## src/common/ocf_pkg.sv

```systemverilog
// Package for the overcurrent fault logic: constants, modes and the bus port bundle
package ocf_pkg;
  localparam int CLK_MHZ = 100;
  localparam int AW = 4;
  // Register offsets
  localparam logic [3:0] REG_CTRL = 4'h0;
  localparam logic [3:0] REG_THR = 4'h1;
  localparam logic [3:0] REG_STAT = 4'h2;
  localparam logic [3:0] REG_CLR = 4'h3;
  // Control field positions
  localparam int F_BLANK = 0;
  localparam int F_REF = 4;
  localparam int F_DEGL = 6;
  localparam int F_TRDIS = 10;
  localparam int F_FCNT = 11;
  localparam int F_LATCH = 13;
  localparam int F_OCPEN = 14;
  localparam int F_BRAKE = 15;
  localparam logic [15:0] CTRL_RST = 16'h0c00;
  localparam logic [15:0] THR_RST = 16'h0000;
  // Blanking step of 50 ns per code unit, deglitch step of 100 ns per code unit
  localparam int BLANK_STEP_NS = 50;
  localparam int DEGL_STEP_NS = 100;
  localparam int BLANK_STEP_CYC = (BLANK_STEP_NS * CLK_MHZ + 999) / 1000;
  localparam int DEGL_STEP_CYC = (DEGL_STEP_NS * CLK_MHZ + 999) / 1000;
  localparam logic [3:0] COUNT_8 = 4'h8;
  localparam logic [4:0] COUNT_16 = 5'h10;
  localparam logic [1:0] QUIET_CYCLES = 2'h3;
  typedef enum logic [1:0] {
    OCF_NEVER = 2'h0,
    OCF_EVERY = 2'h1,
    OCF_CNT8 = 2'h2,
    OCF_CNT16 = 2'h3
  } ocf_fcnt_t;
  typedef struct packed {
    logic [3:0] addr;
    logic [15:0] wdata;
    logic wr;
    logic rd;
  } ocf_bus_t;
endpackage

```

## src/verilog/ocf_top.sv

```systemverilog
// Overcurrent fault logic: blanking, thresholds, deglitch, truncation, counting, fault pin
//
// Local design decisions: the plain strobed port and the register offsets.
`timescale 1ns/1ps
`default_nettype none
module ocf_top (
  input wire logic i_clk,
  input wire logic i_rstn,
  input wire logic i_ce,
  input wire ocf_pkg::ocf_bus_t i_bus,
  output logic [15:0] o_rdata,
  input wire logic [2:0] i_high_side_gate,
  input wire logic [2:0] i_low_side_gate,
  input wire logic [2:0] i_ocp_pos,
  input wire logic [2:0] i_ocp_neg,
  output logic [2:0] o_high_side_gate,
  output logic [2:0] o_low_side_gate,
  output logic o_amp_blank,
  output logic [1:0] o_ref_scale,
  output logic [5:0] o_pos_threshold_code,
  output logic [5:0] o_neg_threshold_code,
  output logic o_fault_out_n
);
  import ocf_pkg::*;

  logic [15:0] ctrl;
  logic [15:0] thr;
  logic [2:0] gh_s1, gh_s2, gh_d;
  logic [2:0] oc_s1, oc_s2;
  logic [2:0] ls_s1, ls_s2;
  logic [2:0] rise, edge_any;
  logic [7:0] blank_cnt;
  logic blank;
  logic [2:0] oc_raw, oc_filt;
  logic [2:0] trunc;
  logic fault, sticky, clr_pend;
  logic [4:0] cnt [3];
  logic [1:0] quiet [3];
  logic [2:0] seen;
  logic [2:0] hit;
  logic period_ok;
  logic oc_any;
  ocf_fcnt_t fsel;
  logic trunc_en, ocp_en, latch_sel, brake_sel;

  assign fsel = ocf_fcnt_t'(ctrl[F_FCNT +: 2]);
  assign trunc_en = ~ctrl[F_TRDIS];
  assign ocp_en = ctrl[F_OCPEN];
  assign latch_sel = ctrl[F_LATCH];
  assign brake_sel = ctrl[F_BRAKE];

  // Control register write; settings apply live
  always_ff @(posedge i_clk or negedge i_rstn) begin
    if (!i_rstn) begin
      ctrl <= CTRL_RST;
    end else if (i_ce && i_bus.wr) begin
      if (i_bus.addr == REG_CTRL) begin
        ctrl <= i_bus.wdata;
      end
    end
  end

  // Threshold register write
  always_ff @(posedge i_clk or negedge i_rstn) begin
    if (!i_rstn) begin
      thr <= THR_RST;
    end else if (i_ce && i_bus.wr) begin
      if (i_bus.addr == REG_THR) begin
        thr <= i_bus.wdata;
      end
    end
  end

  // Read port, one cycle latency
  always_ff @(posedge i_clk or negedge i_rstn) begin
    if (!i_rstn) begin
      o_rdata <= 16'h0000;
    end else if (i_ce) begin
      if (i_bus.rd) begin
        case (i_bus.addr)
          REG_CTRL: o_rdata <= ctrl;
          REG_THR: o_rdata <= thr;
          REG_STAT: o_rdata <= {10'h000, blank, |trunc, oc_any, clr_pend, fault, sticky};
          default: o_rdata <= 16'h0000;
        endcase
      end else begin
        o_rdata <= 16'h0000;
      end
    end
  end

  // High-side pin synchroniser and edge delay
  always_ff @(posedge i_clk or negedge i_rstn) begin
    if (!i_rstn) begin
      gh_s1 <= 3'h0;
      gh_s2 <= 3'h0;
      gh_d <= 3'h0;
    end else if (i_ce) begin
      gh_s1 <= i_high_side_gate;
      gh_s2 <= gh_s1;
      gh_d <= gh_s2;
    end
  end

  // Comparator pin synchroniser
  always_ff @(posedge i_clk or negedge i_rstn) begin
    if (!i_rstn) begin
      oc_s1 <= 3'h0;
      oc_s2 <= 3'h0;
    end else if (i_ce) begin
      oc_s1 <= i_ocp_pos | i_ocp_neg;
      oc_s2 <= oc_s1;
    end
  end

  // Low-side pin synchroniser
  always_ff @(posedge i_clk or negedge i_rstn) begin
    if (!i_rstn) begin
      ls_s1 <= 3'h0;
      ls_s2 <= 3'h0;
    end else if (i_ce) begin
      ls_s1 <= i_low_side_gate;
      ls_s2 <= ls_s1;
    end
  end

  assign rise = gh_s2 & ~gh_d;
  assign edge_any = gh_s2 ^ gh_d;

  // Blanking timer shared by all phases
  always_ff @(posedge i_clk or negedge i_rstn) begin
    if (!i_rstn) begin
      blank_cnt <= 8'h00;
    end else if (i_ce) begin
      if (|edge_any) begin
        blank_cnt <= 8'(ctrl[F_BLANK +: 4] * BLANK_STEP_CYC);
      end else if (blank_cnt != 8'h00) begin
        blank_cnt <= blank_cnt - 8'h01;
      end
    end
  end
  assign blank = (blank_cnt != 8'h00) || (|edge_any);

  // Deglitch filter per phase, bypassed when truncating
  generate
    for (genvar p = 0; p < 3; p++) begin : g_phase
      logic [7:0] dg;
      always_ff @(posedge i_clk or negedge i_rstn) begin
        if (!i_rstn) begin
          dg <= 8'h00;
          oc_filt[p] <= 1'b0;
        end else if (i_ce) begin
          if (!oc_s2[p]) begin
            dg <= 8'h00;
            oc_filt[p] <= 1'b0;
          end else if (dg >= 8'(ctrl[F_DEGL +: 4] * DEGL_STEP_CYC)) begin
            oc_filt[p] <= 1'b1;
          end else begin
            dg <= dg + 8'h01;
          end
        end
      end
      assign oc_raw[p] = trunc_en ? (oc_s2[p] & ~blank) : oc_filt[p];

      // Per-phase event counter
      always_ff @(posedge i_clk or negedge i_rstn) begin
        if (!i_rstn) begin
          cnt[p] <= 5'h00;
          quiet[p] <= 2'h0;
          seen[p] <= 1'b0;
        end else if (i_ce) begin
          if (rise[0]) begin
            if (seen[p] || oc_raw[p]) begin
              quiet[p] <= 2'h0;
              if (!hit[p]) begin
                cnt[p] <= cnt[p] + 5'h01;
              end
            end else if (quiet[p] == QUIET_CYCLES - 2'h1) begin
              quiet[p] <= 2'h0;
              // A reached target also restarts, so a pending clear can land
              cnt[p] <= 5'h00;
            end else begin
              quiet[p] <= quiet[p] + 2'h1;
            end
            seen[p] <= 1'b0;
          end else if (oc_raw[p]) begin
            seen[p] <= 1'b1;
          end
        end
      end
      assign hit[p] = (fsel == OCF_CNT8) ? (cnt[p] >= {1'b0, COUNT_8}) :
                      (fsel == OCF_CNT16) ? (cnt[p] >= COUNT_16) : 1'b0;
    end
  endgenerate

  assign oc_any = |oc_raw;

  // Truncation holds all high sides off until next PWM cycle
  always_ff @(posedge i_clk or negedge i_rstn) begin
    if (!i_rstn) begin
      trunc <= 3'h0;
    end else if (i_ce) begin
      if (ocp_en && trunc_en && !brake_sel && oc_any) begin
        trunc <= 3'h7;
      end else if (|rise || !trunc_en || !ocp_en) begin
        trunc <= 3'h0;
      end
    end
  end

  // Fault-free period tracker for latched counting clear
  always_ff @(posedge i_clk or negedge i_rstn) begin
    if (!i_rstn) begin
      period_ok <= 1'b0;
    end else if (i_ce) begin
      if (|oc_raw) begin
        period_ok <= 1'b0;
      end else if (rise[0] && !(|seen)) begin
        period_ok <= 1'b1;
      end else if (rise[0]) begin
        period_ok <= 1'b0;
      end
    end
  end

  // Fault set, latch and clear; set wins over clear
  logic set_ev, clr_wr, clr_ok;
  assign set_ev = ocp_en && ((fsel == OCF_EVERY && oc_any) || (|hit));
  assign clr_wr = i_bus.wr && (i_bus.addr == REG_CLR);
  assign clr_ok = !latch_sel ? 1'b1 :
                  (fsel == OCF_EVERY) ? !oc_any : period_ok;
  // Fault flag
  always_ff @(posedge i_clk or negedge i_rstn) begin
    if (!i_rstn) begin
      fault <= 1'b0;
    end else if (i_ce) begin
      if (set_ev) begin
        fault <= 1'b1;
      end else if ((clr_wr || clr_pend) && clr_ok) begin
        fault <= 1'b0;
      end else if (!ocp_en) begin
        fault <= 1'b0;
      end
    end
  end

  // Clear request held until the latch mode allows it
  always_ff @(posedge i_clk or negedge i_rstn) begin
    if (!i_rstn) begin
      clr_pend <= 1'b0;
    end else if (i_ce) begin
      if (set_ev) begin
        clr_pend <= clr_pend | clr_wr;
      end else if ((clr_wr || clr_pend) && clr_ok) begin
        clr_pend <= 1'b0;
      end else if (clr_wr) begin
        clr_pend <= fault;
      end else if (!ocp_en) begin
        clr_pend <= 1'b0;
      end
    end
  end

  // Sticky fault status
  always_ff @(posedge i_clk or negedge i_rstn) begin
    if (!i_rstn) begin
      sticky <= 1'b0;
    end else if (i_ce) begin
      if (set_ev) begin
        sticky <= 1'b1;
      end else if (clr_wr && i_bus.wdata[1]) begin
        sticky <= 1'b0;
      end
    end
  end

  // High-side output, truncated or braked
  always_ff @(posedge i_clk or negedge i_rstn) begin
    if (!i_rstn) begin
      o_high_side_gate <= 3'h0;
    end else if (i_ce) begin
      o_high_side_gate <= (brake_sel && fault) ? 3'h0 : (gh_s2 & ~trunc);
    end
  end

  // Low-side output, all on while braking
  always_ff @(posedge i_clk or negedge i_rstn) begin
    if (!i_rstn) begin
      o_low_side_gate <= 3'h0;
    end else if (i_ce) begin
      o_low_side_gate <= (brake_sel && fault) ? 3'h7 : ls_s2;
    end
  end

  // Amplifier blanking output
  always_ff @(posedge i_clk or negedge i_rstn) begin
    if (!i_rstn) begin
      o_amp_blank <= 1'b0;
    end else if (i_ce) begin
      o_amp_blank <= blank;
    end
  end

  // Offset reference scaling
  always_ff @(posedge i_clk or negedge i_rstn) begin
    if (!i_rstn) begin
      o_ref_scale <= 2'h0;
    end else if (i_ce) begin
      o_ref_scale <= ctrl[F_REF +: 2];
    end
  end

  // Threshold codes for both converters
  always_ff @(posedge i_clk or negedge i_rstn) begin
    if (!i_rstn) begin
      o_pos_threshold_code <= 6'h00;
      o_neg_threshold_code <= 6'h00;
    end else if (i_ce) begin
      o_pos_threshold_code <= thr[5:0];
      o_neg_threshold_code <= thr[13:8];
    end
  end

  // Active-low fault pin
  always_ff @(posedge i_clk or negedge i_rstn) begin
    if (!i_rstn) begin
      o_fault_out_n <= 1'b1;
    end else if (i_ce) begin
      o_fault_out_n <= ~fault;
    end
  end
endmodule // ocf_top
`default_nettype wire

```

## config.mk

```make
export PLATFORM = sky130hd
export DESIGN_NAME = ocf_top
export DESIGN_NICKNAME = d
export VERILOG_FILES = /design/src/common/ocf_pkg.sv /design/src/verilog/ocf_top.sv
export SDC_FILE = /design/constraint.sdc
export NUM_CORES = 1
export LEC_CHECK = 0
export ABC_AREA = 1
export BUFFER_PORTS_ARGS = -buffer_cell sky130_fd_sc_hd__buf_4
export CAP_MARGIN = 25
export CORE_MARGIN = 2
export CORE_UTILIZATION = 54
export DETAILED_ROUTE_END_ITERATION = 8
export PLACE_DENSITY = 0.77
export RECOVER_POWER = 50
export SKIP_CTS_REPAIR_TIMING = 1
export SYNTH_ARGS = -nofsm -noshare
export SYNTH_HDL_FRONTEND = slang
export SYNTH_SLANG_ARGS = --single-unit
```

## constraint.sdc

```tcl
create_clock -name i_clk -period 2.6 [get_ports i_clk]
set_clock_uncertainty 0.1 [all_clocks]
set_input_delay 0.26 -clock i_clk [delete_from_list [all_inputs] [get_ports i_clk]]
set_output_delay 0.26 -clock i_clk [all_outputs]
set_load 0.03 [all_outputs]
```

==> results summary <==
The run finished, with violations left. The checks that failed: negative hold slack, negative setup slack. The via count of the first global-routing pass came to 6499. The number of buffers between clock root and the deepest sink came out at 2. The width of the die is 125 um. The worst path uses 108% of the clock period. The total I/O pin count is 75.

Dividing total power by cell area gives a power density of 835 mW/mm^2. Synthesis produced a netlist whose cell count is 933. The post-synthesis sequential element count came out at 155.

The number of standard cells in the layout, taps in and fillers out came out at 1237. After synthesis, the largest family of logic cells by area is simple AND/OR/NAND/NOR gates. In the global route stage, overall resource usage came out at 25.3%. The max-capacitance violation count is 0. The leakage component of the power came out at 4.90 nW.

The first-iteration detailed-routing DRC count is 484. The area share of fa/ha/maj cells after synthesis came out at 6.70%. The count of buffers inserted at the top-level ports came out at 74. The per-instance average area after synthesis came out at 8.45 sq um.

Counting the fill cells in the layout gives 1177. The basic-gate share of the synthesized area counting and, or, nand and nor cells is 21.0%. The final core utilization came out at 66.8%. After layout, the worst setup slack is -0.204 ns. The clock latency on the worst-skew pair came out at 0.43 ns. The initial standard-cell utilization of the core is 54.7%. Static timing analysis puts the maximum clock frequency at 357 MHz. At the end of the flow, the number of nets in the layout was 1118. The remaining global-route overflow is 0. The net count after synthesis came out at 1011. The count of nets left with antenna violations once routing finished came out at 0. The part of the Yosys area used for sequential elements came out at 49.2%. The cell row count came out at 44.

Setup repair after global routing could not meet its margin everywhere. The initial antenna violation count is 0. After clock tree synthesis, the clock-pin slew on the worst setup and hold paths is 0.06 ns. STA classifies the critical path startpoint as a flop. The final-report max-slew violation count was 0. The area growth from synthesis to layout came out at 22.1%. The remaining design rule violation count came out at 0. The floorplan step defined a core boundary enclosing 0.0144 sq mm. The post-synthesis share of cell area spent on xor and xnor gates is 2.76%. Leaving out fill and tap cells, the most frequent cell in the layout is sky130_fd_sc_hd__nand2_1. The total power came out at 8.04 mW. The proportion of layout cells with a drive suffix above 1 is 17.9%.

The die boundary height came out at 125 um. In the routed layout, each cell is associated on average with a via count of 5.47. The total vias in the final route is 6762. The critical path in this run is classified as reg2reg. The total area of multi-input combinational cells came out at 0.00357 sq mm. The synthesized netlist devotes 13.5% of its cell area to compound gates.

The first-pass iteration count of the detailed router is 5. The buffer type at the clock tree root is sky130_fd_sc_hd__clkbuf_16. In the final routed layout, each cell accounts on average for 15.2 um. The highest ir drop seen on vdd is 0.510 mV. The floorplan die area is 0.0156 sq mm. The count of synthesis-stage warnings from yosys is 0. The worst slack on hold paths is -0.0207 ns. At the end of routability-driven placement, the weighted congestion stood at 0.863. The first global-routing pass estimated 31600 um of wire.

The antenna diode instance count is 0. The transition time of the tightest slew-check pin is 1.43 ns. The total count of hold-check failures in the final report came out at 2. The maximum net fanout on the critical path is 7. Entering global routing, the biggest net connects 58 pins. The normalized max-slew margin is 4.95%. The number of sinks handled by clock tree synthesis came out at 155. STA classifies the critical path endpoint as a flop. The count of final setup violators is 25. In the layout the commonest cells are sky130_fd_sc_hd__nand2_1, sky130_fd_sc_hd__dfrtp_1, sky130_fd_sc_hd__inv_1, sky130_fd_sc_hd__o21ai_0, sky130_fd_sc_hd__buf_4. The multiplexer fraction of the synthesized cell area is 0.127%. The total half-perimeter wirelength after legalization and detailed placement is 13000 um. The signal arrival time at the worst endpoint came out at 3.05 ns. The netlist area before placement is 0.00789 sq mm. The combined flip-flop and latch cell area came out at 0.00388 sq mm. The post-detailed-routing wire length came out at 18800 um. The CTS tree is built. STA puts the critical path data required time at 2.85 ns. The number of buffers inserted during clock tree synthesis came out at 17. The tightest min-delay check is of the in2reg type.

After detailed placement, the design holds a cell count of 1193. After layout, the minimum clock period comes to 2.80 ns. The count of unique library cells instantiated by Yosys is 45.

The number of H-tree levels is 4.
routing by layer:
metal / up-vias / GRT usage [%] / routed length [um]
li1: 3283 / - / -
met1: 3252 / 34.5 / 8410
met4: 0 / 8.82 / 375
met5: - / 0 / 0
met3: 31 / 5.03 / 1020
met2: 196 / 40.7 / 9020
critical path: stages, from the launching register on:
cell and delay, ns:
sky130_fd_sc_hd__dfrtp_2 0.43, sky130_fd_sc_hd__ha_4 0.27, sky130_fd_sc_hd__ha_4 0.12, sky130_fd_sc_hd__inv_2 0.03, sky130_fd_sc_hd__fa_2 0.57, sky130_fd_sc_hd__ha_1 0.27, sky130_fd_sc_hd__a21oi_2 0.13, sky130_fd_sc_hd__nor2_1 0.06
sky130_fd_sc_hd__nor2_2 0.08, sky130_fd_sc_hd__nand3_2 0.10, sky130_fd_sc_hd__a21oi_4 0.27, sky130_fd_sc_hd__buf_6 0.15, sky130_fd_sc_hd__nand3_1 0.05, sky130_fd_sc_hd__o21ai_0 0.09
logic make-up after synthesis:
logic type	count (synthesis)
compound gates	183
xor+xnor	24
fa+ha+maj	41
buf+inv	137
flops	155
mux	1
simple gates	392
flip-flops by register name, summed over array words and instances, names as in the netlist, 2 cells and up:
register / count
oc_s2: 3
quiet: 6
cnt: 15
ls_s2: 3
blank_cnt: 8
gh_s1: 3
g_phase.dg: 24
gh_s2: 3
o_neg_threshold_code: 6
o_high_side_gate: 3
thr: 16
ctrl: 16
o_pos_threshold_code: 6
gh_d: 3
oc_filt: 3
seen: 3
o_ref_scale: 2
oc_s1: 3
ls_s1: 3
o_rdata: 16
o_low_side_gate: 3
metrics by stage:
stage | setup slack (ns) | setup TNS, ns | hold WS, ns | area (sq um)
floorplan | -0.0999 | -1.46 | -0.136 | 7930
global placement | -0.165 | -3.11 | 0.156 | 8830
detailed placement | -0.243 | -4.75 | 0.163 | 8830
CTS | -0.252 | -5.05 | -0.296 | 9480
global route | -0.301 | -6.76 | 0.00601 | 9630
finish | -0.204 | -3.09 | -0.0207 | 9630
where the power goes:
group | internal [mW] | leakage [nW] | switching (mW) | total [mW]
logic | 0.797 | 2.58 | 1.32 | 2.12
registers | 2.88 | 2.02 | 0.362 | 3.25
clock network | 1.67 | 0.303 | 1.01 | 2.68
total | 5.35 | 4.90 | 2.69 | 8.04
synthesized netlist by cell type, drive strengths merged:
| cell type | n | area [sq um] |
|---|---|---|
| a22o | 13 | 115 |
| dfrtp | 152 | 3800 |
| mux2i | 1 | 10.0 |
| a21oi | 32 | 186 |
| nand2 | 248 | 931 |
| a31o | 3 | 26.3 |
| nor2 | 60 | 245 |
| and3 | 3 | 18.8 |
| o211ai | 6 | 45.0 |
| clkinv | 1 | 3.75 |
| nand3 | 47 | 250 |
| ha | 39 | 488 |
| inv | 110 | 418 |
| a2bb2oi | 1 | 8.76 |
| o22ai | 9 | 56.3 |
| a221oi | 2 | 17.5 |
| xor2 | 18 | 165 |
| nor4 | 3 | 18.8 |
| buf | 4 | 23.8 |
| dfstp | 3 | 78.8 |
| a31oi | 1 | 6.26 |
| xnor2 | 6 | 52.6 |
| clkbuf | 22 | 82.6 |
| a211o | 1 | 8.76 |
| or2 | 1 | 6.26 |
| fa | 2 | 40.0 |
| nor3 | 14 | 75.1 |
| nand3b | 5 | 41.3 |
| o21ai | 115 | 594 |
| nand4 | 11 | 68.8 |
worst paths after layout:
path	from	endpoint	slack [ns]	cells after the start
min in group asynchronous	i_rstn	oc_s1[2]$_DFFE_PN0P_	0.61	2
min	i_ocp_neg[0]	oc_s1[0]$_DFFE_PN0P_	-0.02	3
max in group asynchronous	i_rstn	ctrl[11]$_DFFE_PN1P_	0.73	3
min reg2reg	ls_s1[1]$_DFFE_PN0P_	ls_s1[1]$_DFFE_PN0P_	0.37	2
max	ctrl[9]$_DFFE_PN0P_	g_phase[0].dg[1]$_DFFE_PN0P_	-0.20	13
max reg2reg	ctrl[9]$_DFFE_PN0P_	g_phase[0].dg[1]$_DFFE_PN0P_	-0.20	13
final cells by class:
| type | instances | area share (%) |
|---|---|---|
| Multi-Input combinational cell | 642 | 37.1 |
| Clock buffer | 20 | 4.74 |
| Timing Repair Buffer | 113 | 9.16 |
| Clock inverter | 12 | 1.94 |
| Tap cell | 184 | 2.39 |
| Inverter | 111 | 4.38 |
| Sequential cell | 155 | 40.3 |
Power figures use the tool's default switching activity.
